$ cat src/verilog/pin_function_regs.svh
// Bit positions and reset values for the port D / port E pin function select
`ifndef PIN_FUNCTION_REGS_SVH
`define PIN_FUNCTION_REGS_SVH

// Port D peripheral-enable bits
`define PDPE_PIN0_BIT 0
`define PDPE_PIN1_BIT 1
`define PDPE_RESET 16'h0000
// Peripheral-select bits
`define PSEL_PIN0_BIT 4
`define PSEL_PIN1_BIT 5
`define PSEL_RESET 16'h0000
// Port D pull-up enable bits
`define PDPU_PIN0_BIT 0
`define PDPU_PIN1_BIT 1
`define PDPU_PIN9_BIT 9
`define PDPU_RESET 16'hFFFF
// Port E pull-up enable bits
`define PEPU_PIN0_BIT 0
`define PEPU_PIN1_BIT 1
`define PEPU_RESET 16'hFFFF
// Bus drive control reset value: selects float when idle
`define BUS_DRIVE_RESET 1'h0
// Per-pin register reset values, pin order D0, D1, D9, E0, E1
`define SYNC_RESET 1'h0
`define OUT_RESET 5'h1F
`define OE_RESET 5'h00
`define PULL_RESET 5'h1F
`define GPIO_IN_RESET 5'h00
// Level shown by an unused receive input
`define RX_IDLE 1'h1

`endif

$ cat src/verilog/pin_function_pkg.sv
// Types for the port D / port E pin function select
`default_nettype none
package pin_function_pkg;
	typedef enum logic [1:0] {
		PIN_GPIO  = 2'h0,
		PIN_CHIP  = 2'h1,
		PIN_CAN   = 2'h2,
		PIN_SER   = 2'h3
	} pin_role_t;
endpackage
`default_nettype wire

$ cat src/verilog/port_d_e_pin_function_select.sv
// Pin function multiplexing for port D pins 0, 1, 9 and port E pins 0, 1
//
// Behaviour
// - Data-memory select pin is driven low during every external data access.
// - Chip select one resets acting as the data-memory select.
// - Idle bus: selects two, three and data float or drive per drive bit.
// - Chip select two asserts for a programmable external memory region.
// - Chip select three asserts for a programmable external memory region.
// - Port D pin 0 resets as GPIO; enable bit 0 gives it away.
// - Select bit 4 picks chip select two or CAN transmit for pin 0.
// - Port D pin 1 resets as GPIO; enable bit 1 gives it away.
// - Select bit 5 picks chip select three or CAN receive for pin 1.
// - Clearing pull-up bits 9, 0, 1 disables port D pin pull-ups.
// - Clearing port E pull-up bits 0, 1 disables serial pin pull-ups.
// - Port E pins 0 and 1 reset to the serial function.
// - Serial mode: port E pin 0 carries serial 0 transmit.
// - Serial mode: port E pin 1 carries serial 0 receive.
// - Each pin's GPIO direction, except D9's, is set independently.
// - CAN receive pin has an internal pull-up.
`timescale 1ns/100ps
`default_nettype none
`include "pin_function_regs.svh"

module port_d_e_pin_function_select (
	// Clock and reset
	input  wire logic        i_clk_sys,
	input  wire logic        i_reset,
	// Configuration
	input  wire logic        i_bus_drive_control,
	input  wire logic [15:0] i_port_d_peripheral_enable,
	input  wire logic [15:0] i_peripheral_select_register,
	input  wire logic [15:0] i_port_d_pullup_enable,
	input  wire logic [15:0] i_port_e_pullup_enable,
	input  wire logic        i_port_e_peripheral_disable,
	// GPIO data and direction, index 0..4 = D0, D1, D9, E0, E1
	input  wire logic [4:0]  i_gpio_out,
	input  wire logic [4:0]  i_gpio_dir_out,
	output logic      [4:0]  o_gpio_in,
	// External memory interface strobes, active low except i_bus_active, which is active high
	input  wire logic        i_bus_active,
	input  wire logic        i_data_access_n,
	input  wire logic        i_chip_select_two_n,
	input  wire logic        i_chip_select_three_n,
	// CAN and serial peripheral signals
	input  wire logic        i_can_unit2_transmit,
	output logic             o_can_unit2_receive,
	input  wire logic        i_serial0_transmit,
	output logic             o_serial0_receive,
	// Data-memory select pin (port D pin 9)
	input  wire logic        i_pin_d9,
	output logic             o_pin_d9,
	output logic             o_pin_d9_oe,
	output logic             o_pin_d9_pullup,
	// Port D pin 0
	input  wire logic        i_pin_d0,
	output logic             o_pin_d0,
	output logic             o_pin_d0_oe,
	output logic             o_pin_d0_pullup,
	// Port D pin 1
	input  wire logic        i_pin_d1,
	output logic             o_pin_d1,
	output logic             o_pin_d1_oe,
	output logic             o_pin_d1_pullup,
	// Port E pin 0
	input  wire logic        i_pin_e0,
	output logic             o_pin_e0,
	output logic             o_pin_e0_oe,
	output logic             o_pin_e0_pullup,
	// Port E pin 1
	input  wire logic        i_pin_e1,
	output logic             o_pin_e1,
	output logic             o_pin_e1_oe,
	output logic             o_pin_e1_pullup
);

	// ------------------------------------------------------------
	// Input synchronisers
	// ------------------------------------------------------------
	// Pads are asynchronous: two flops per pin before any logic reads them
	wire  [4:0] pin_raw = {i_pin_e1, i_pin_e0, i_pin_d9, i_pin_d1, i_pin_d0};
	wire  [4:0] pin_sync_q;

	for (genvar b = 0; b < 5; b++) begin : g_sync
		logic meta_q;
		logic sync_q;

		always_ff @(posedge i_clk_sys or posedge i_reset) begin
			if (i_reset) begin
				meta_q <= `SYNC_RESET;
				sync_q <= `SYNC_RESET;
			end else begin
				meta_q <= pin_raw[b];
				sync_q <= meta_q;
			end
		end

		// Only the second flop is read beyond this loop
		assign pin_sync_q[b] = sync_q;
	end

	// ------------------------------------------------------------
	// Pin role decode
	// ------------------------------------------------------------
	pin_function_pkg::pin_role_t role_d0;
	pin_function_pkg::pin_role_t role_d1;
	pin_function_pkg::pin_role_t role_e0;
	pin_function_pkg::pin_role_t role_e1;

	wire en_d0  = i_port_d_peripheral_enable[`PDPE_PIN0_BIT];
	wire en_d1  = i_port_d_peripheral_enable[`PDPE_PIN1_BIT];
	wire sel_d0 = i_peripheral_select_register[`PSEL_PIN0_BIT];
	wire sel_d1 = i_peripheral_select_register[`PSEL_PIN1_BIT];
	wire ser_e  = ~i_port_e_peripheral_disable;

	assign role_d0 = !en_d0 ? pin_function_pkg::PIN_GPIO :
		(sel_d0 ? pin_function_pkg::PIN_CAN : pin_function_pkg::PIN_CHIP);
	assign role_d1 = !en_d1 ? pin_function_pkg::PIN_GPIO :
		(sel_d1 ? pin_function_pkg::PIN_CAN : pin_function_pkg::PIN_CHIP);
	assign role_e0 = ser_e ? pin_function_pkg::PIN_SER :
		pin_function_pkg::PIN_GPIO;
	assign role_e1 = role_e0;

	// ------------------------------------------------------------
	// Output values and enables (next state)
	// ------------------------------------------------------------
	// Selects float when the bus is idle unless drive-control is set
	wire sel_drive = i_bus_active | i_bus_drive_control;

	logic [4:0] out_d;
	logic [4:0] oe_d;
	logic [4:0] out_q;
	logic [4:0] oe_q;

	always_comb begin
		out_d = i_gpio_out;
		oe_d  = i_gpio_dir_out;
		// Port D pin 9 is always the data-memory select (chip select one)
		out_d[2] = i_data_access_n;
		oe_d[2]  = sel_drive;
		unique case (role_d0)
			pin_function_pkg::PIN_CHIP: begin
				out_d[0] = i_chip_select_two_n;
				oe_d[0]  = sel_drive;
			end
			pin_function_pkg::PIN_CAN: begin
				// Open drain: drive only the dominant low level
				out_d[0] = 1'h0;
				oe_d[0]  = ~i_can_unit2_transmit;
			end
			default: begin
			end
		endcase
		unique case (role_d1)
			pin_function_pkg::PIN_CHIP: begin
				out_d[1] = i_chip_select_three_n;
				oe_d[1]  = sel_drive;
			end
			pin_function_pkg::PIN_CAN: begin
				out_d[1] = 1'h0;
				oe_d[1]  = 1'h0;
			end
			default: begin
			end
		endcase
		if (role_e0 == pin_function_pkg::PIN_SER) begin
			out_d[3] = i_serial0_transmit;
			oe_d[3]  = 1'h1;
		end
		if (role_e1 == pin_function_pkg::PIN_SER) begin
			out_d[4] = 1'h0;
			oe_d[4]  = 1'h0;
		end
	end

	// Outputs registered; enables off during reset
	always_ff @(posedge i_clk_sys or posedge i_reset) begin
		if (i_reset) begin
			out_q <= `OUT_RESET;
			oe_q  <= `OE_RESET;
		end else begin
			out_q <= out_d;
			oe_q  <= oe_d;
		end
	end

	assign o_pin_d0    = out_q[0];
	assign o_pin_d1    = out_q[1];
	assign o_pin_d9    = out_q[2];
	assign o_pin_e0    = out_q[3];
	assign o_pin_e1    = out_q[4];
	assign o_pin_d0_oe = oe_q[0];
	assign o_pin_d1_oe = oe_q[1];
	assign o_pin_d9_oe = oe_q[2];
	assign o_pin_e0_oe = oe_q[3];
	assign o_pin_e1_oe = oe_q[4];

	// ------------------------------------------------------------
	// Pull-ups
	// ------------------------------------------------------------
	logic [4:0] pull_q;
	wire  [4:0] pull_d = {
		i_port_e_pullup_enable[`PEPU_PIN1_BIT],
		i_port_e_pullup_enable[`PEPU_PIN0_BIT],
		i_port_d_pullup_enable[`PDPU_PIN9_BIT],
		i_port_d_pullup_enable[`PDPU_PIN1_BIT],
		i_port_d_pullup_enable[`PDPU_PIN0_BIT]
	};

	// Pull-ups on during reset
	always_ff @(posedge i_clk_sys or posedge i_reset) begin
		if (i_reset)
			pull_q <= `PULL_RESET;
		else
			pull_q <= pull_d;
	end

	assign o_pin_d0_pullup = pull_q[0];
	assign o_pin_d1_pullup = pull_q[1];
	assign o_pin_d9_pullup = pull_q[2];
	assign o_pin_e0_pullup = pull_q[3];
	assign o_pin_e1_pullup = pull_q[4];

	// ------------------------------------------------------------
	// Input returns
	// ------------------------------------------------------------
	logic [4:0] gpio_in_q;
	logic       can_rx_q;
	logic       ser_rx_q;

	// Receive inputs idle high when the pin is not handed to them, so the
	// CAN unit sees recessive and the serial unit an idle line
	wire can_rx_sel = (role_d1 == pin_function_pkg::PIN_CAN);
	wire ser_rx_sel = (role_e1 == pin_function_pkg::PIN_SER);
	wire can_rx_d   = can_rx_sel ? pin_sync_q[1] : `RX_IDLE;
	wire ser_rx_d   = ser_rx_sel ? pin_sync_q[4] : `RX_IDLE;

	always_ff @(posedge i_clk_sys or posedge i_reset) begin
		if (i_reset) begin
			gpio_in_q <= `GPIO_IN_RESET;
			can_rx_q  <= `RX_IDLE;
			ser_rx_q  <= `RX_IDLE;
		end else begin
			gpio_in_q <= pin_sync_q;
			can_rx_q  <= can_rx_d;
			ser_rx_q  <= ser_rx_d;
		end
	end

	assign o_gpio_in           = gpio_in_q;
	assign o_can_unit2_receive = can_rx_q;
	assign o_serial0_receive   = ser_rx_q;

endmodule // port_d_e_pin_function_select

`default_nettype wire
$ cat config.mk
export PLATFORM = sky130hd
export DESIGN_NAME = port_d_e_pin_function_select
export DESIGN_NICKNAME = d
export VERILOG_FILES = /design/src/verilog/pin_function_pkg.sv /design/src/verilog/port_d_e_pin_function_select.sv
export VERILOG_INCLUDE_DIRS = /design/src /design/src/verilog
export SDC_FILE = /design/constraint.sdc
export NUM_CORES = 1
export LEC_CHECK = 0
export ABC_AREA = 1
export BUFFER_PORTS_ARGS = -buffer_cell sky130_fd_sc_hd__buf_2
export CAP_MARGIN = 10
export CORE_ASPECT_RATIO = 1.75
export CORE_MARGIN = 2
export CORE_UTILIZATION = 32
export DETAILED_ROUTE_END_ITERATION = 12
export GPL_TIMING_DRIVEN = 0
export HOLD_SLACK_MARGIN = 0.1
export PLACE_DENSITY = 0.86
export SYNTH_ARGS = -nofsm -noshare
export SYNTH_HDL_FRONTEND = slang
export SYNTH_SLANG_ARGS = --single-unit
$ cat constraint.sdc
create_clock -name i_clk_sys -period 0.99 [get_ports i_clk_sys]
set_input_delay 0.198 -clock i_clk_sys [delete_from_list [all_inputs] [get_ports i_clk_sys]]
set_output_delay 0.198 -clock i_clk_sys [all_outputs]
set_load 0.05 [all_outputs]
==> impl_metrics.csv <==
group,metric,value,unit
clock_network,cts_tree,"built",
finish,regArea,816,µm²
synthesis,ys_types,11,
floorplanning,die_h,76.5,µm
worst_setup_path,slowest_stage,"dfstp_2",
global_route,use_met1,0.101,
power_and_ir_drop,power,2920,µW
worst_setup_path,startpoint_type,"flip-flop",
detailed_routing,wl_per_cell,10.3,µm
sta,drv_slew,0,
sta,worst_slack,-0.163,ns
sta,clock_skew,0.00485,ns
clock_network,cts_buffer_depth,2,
sta,report.final.hold_viol_count,10,
min_path,hp-class,"input port to async pin",
clock_network,clock_latency,0.28,ns
finish,syn_to_final_growth,75.9,%
sta,worst_pin_slew,0.561,ns
global_route,grt-ovfl-total,0,
floorplanning,die_w,45.5,µm
finish,layout_common_cells,"buf_2 (31), dfrtp_1 (20), nand2_1 (14), dlygate4sd3_1 (14), buf_8 (13)",
synthesis,synth_cells,66,
place,dp_hpwl,1290,µm
global_route,grt_max_degree,33,
worst_setup_path,critPathBufInv,1,
detailed_routing,ant_nets,0,
global_route,grt_antenna_before_repair,0,
finish,drive_above_1_share,0.542,
clock_network,htreeDepth,2,
floorplanning,initial_core_util,0.332,
place,gp_congestion,0.685,
synthesis,synth_fp_nets,155,
global_route,grt_pass1_vias,774,
outcome,status,"finished with violations",
synthesis,yosysTopAreaCell,"dfrtp_1",
worst_setup_path,critPathMaxFanout,1,
clock_network,cts_sinks,32,
place,io_buffers,53,
power_and_ir_drop,vdd_drop_max,1240,µV
sta,tns,-1.97,ns
synthesis,syn_area,962,µm²
finish,num_antenna_cells,0,
synthesis,synth-seq-cells,32,
sta,slew_headroom,0.626,
worst_setup_path,crit_arrival,0.95,ns
detailed_routing,vias_per_cell,4.24,
synthesis,avgSynthCellArea,14.6,µm²
finish,fillers,234,
synthesis,synth_warnings,0,
worst_setup_path,worstPathRequired,0.79,ns
power_and_ir_drop,power.density,1720,mW/mm²
global_route,grt_util_met2,0.207,
synthesis,ys_top_cells_by_area,"dfrtp_1 (52%), dfstp_2 (33%), nand2_1 (5.5%)",
detailed_routing,drc,0,
finish,multiInputGateArea,105,µm²
floorplanning,die_area,0.00348,mm²
finish,finalNetCount,230,
sta,rsz0062_at_grt,"true",
worst_setup_path,crit_chain,"buf_8",
synthesis,yosysSeqAreaShare,0.848,
worst_setup_path,cp_slowest_stage_delay,0.54,ns
detailed_routing,dr.pass1.iters,4,
worst_setup_path,cp_top_family,"flip-flops",
sta,setup_viol,22,
worst_setup_path,worst_setup_path_end_kind,"primary output",
sta,holdWs,-0.0371,ns
power_and_ir_drop,leakagePower,0.000864,µW
sta,fmaxAchievable,868,MHz
clock_network,clk_pin_slew,0.06,ns
flow_run,drv_cap,0,
sta,period_needed,1.15,ns
outcome,violations,"negative hold slack, negative setup slack",
worst_setup_path,path_class,"flip-flop to primary output",
finish,final_util,0.585,
global_route,grt_pass1_wl,2960,µm
global_route,grt_usage,0.121,
sta,period_share,1.16,
clock_network,hold_buffers,14,
floorplanning,ios,111,
floorplanning,core_area,0.00290,mm²
detailed_routing,dr.first_iter.drc_count,2,
detailed_routing,routed_wirelength,1750,µm
synthesis,synth_top_area_frac,0.520,
finish,layout_commonest_cell,"buf_2",
clock_network,clock-root-buffer,"clkbuf_8",
global_route,met3_usage,0.0758,
detailed_routing,via_count,721,
clock_network,cts_setup_buffers,0,
floorplanning,row_count,26,
clock_network,cts-buffers-inserted,5,
global_route,busiest_layer,"met2",
-- worst paths after layout --
path                                             from                     endpoint  slack, ns  cells after the start
min reg2reg                g_sync[4].meta_q$_DFF_PP0_   g_sync[4].sync_q$_DFF_PP0_       0.35                      0
min in group i_clk_sys              i_gpio_dir_out[4]            oe_q[4]$_DFF_PP0_       0.11                      3
max                                out_q[0]$_DFF_PP1_                     o_pin_d0      -0.16                      1
max in group asynchronous                     i_reset          pull_q[0]$_DFF_PP1_       0.44                      3
max reg2reg                g_sync[4].sync_q$_DFF_PP0_  o_serial0_receive$_DFF_PP1_       0.34                      1
min                                           i_reset            oe_q[4]$_DFF_PP0_      -0.04                      2
-- where the power goes --
group / internal [µW] / leakage [µW] / switching (µW) / total (µW)
registers: 1400 / 0.000358 / 34.4 / 1440
logic: 220 / 0.000454 / 283 / 503
clock network: 553 / 0.0000510 / 427 / 979
total: 2180 / 0.000864 / 744 / 2920
-- registers in the layout, indices dropped and copies added (netlist names) --
register and cells:
out_q 5, g_sync.meta_q 5, pull_q 5, g_sync.sync_q 5, oe_q 5, o_gpio_in 5, o_serial0_receive 1, o_can_unit2_receive 1
-- stage by stage --
| step | setup slack [ns] | cells | cell area [µm²] |
|---|---|---|---|
| after floorplan | 0.121 | 66 | 962 |
| after global placement | -0.184 | 147 | 1260 |
| after detailed placement | -0.231 | 147 | 1260 |
| after CTS | -0.178 | 169 | 1680 |
| after global routing | -0.198 | 170 | 1690 |
| final | -0.163 | 170 | 1690 |
-- repair_timing --
| action | 4_1_cts | 5_1_grt |
|---|---|---|
| endpoints found under the hold margin | 14 | 10 |
| gates resized for setup | 56 | 0 |
| endpoints found under the setup margin | 22 | 22 |
| gates cloned | 0 | 0 |
-- cells by family (layout without fill, tap and decap cells) --
family | Yosys count | count (layout) | synth area share
flops | 32 | 32 | 0.848
simple gates | 22 | 22 | 0.104
buf+inv | 11 | 87 | 0.0429
compound gates | 1 | 1 | 0.00520
-- synthesized netlist by cell type, drive strengths merged --
cell type,number
or2,1
dfrtp,20
nand3,4
nand2,15
o21ai,1
dfstp,12
inv,11
nor2,2
-- metal layers --
layer  part of all wire  vias up
met2               0.59       38
met4              0.023        0
li1                   -      342
met3              0.093        5
met1               0.29      336
met5                  0        -
-- cell type report --
class,instances,area share
clock buffer,6,0.0488
clock inverter,2,0.00591
inverter,11,0.0244
multi-input combinational,23,0.0621
sequential,32,0.482
tap,28,0.0207
timing repair buffer,68,0.356
No activity file was read; power rests on OpenSTA's default activity.
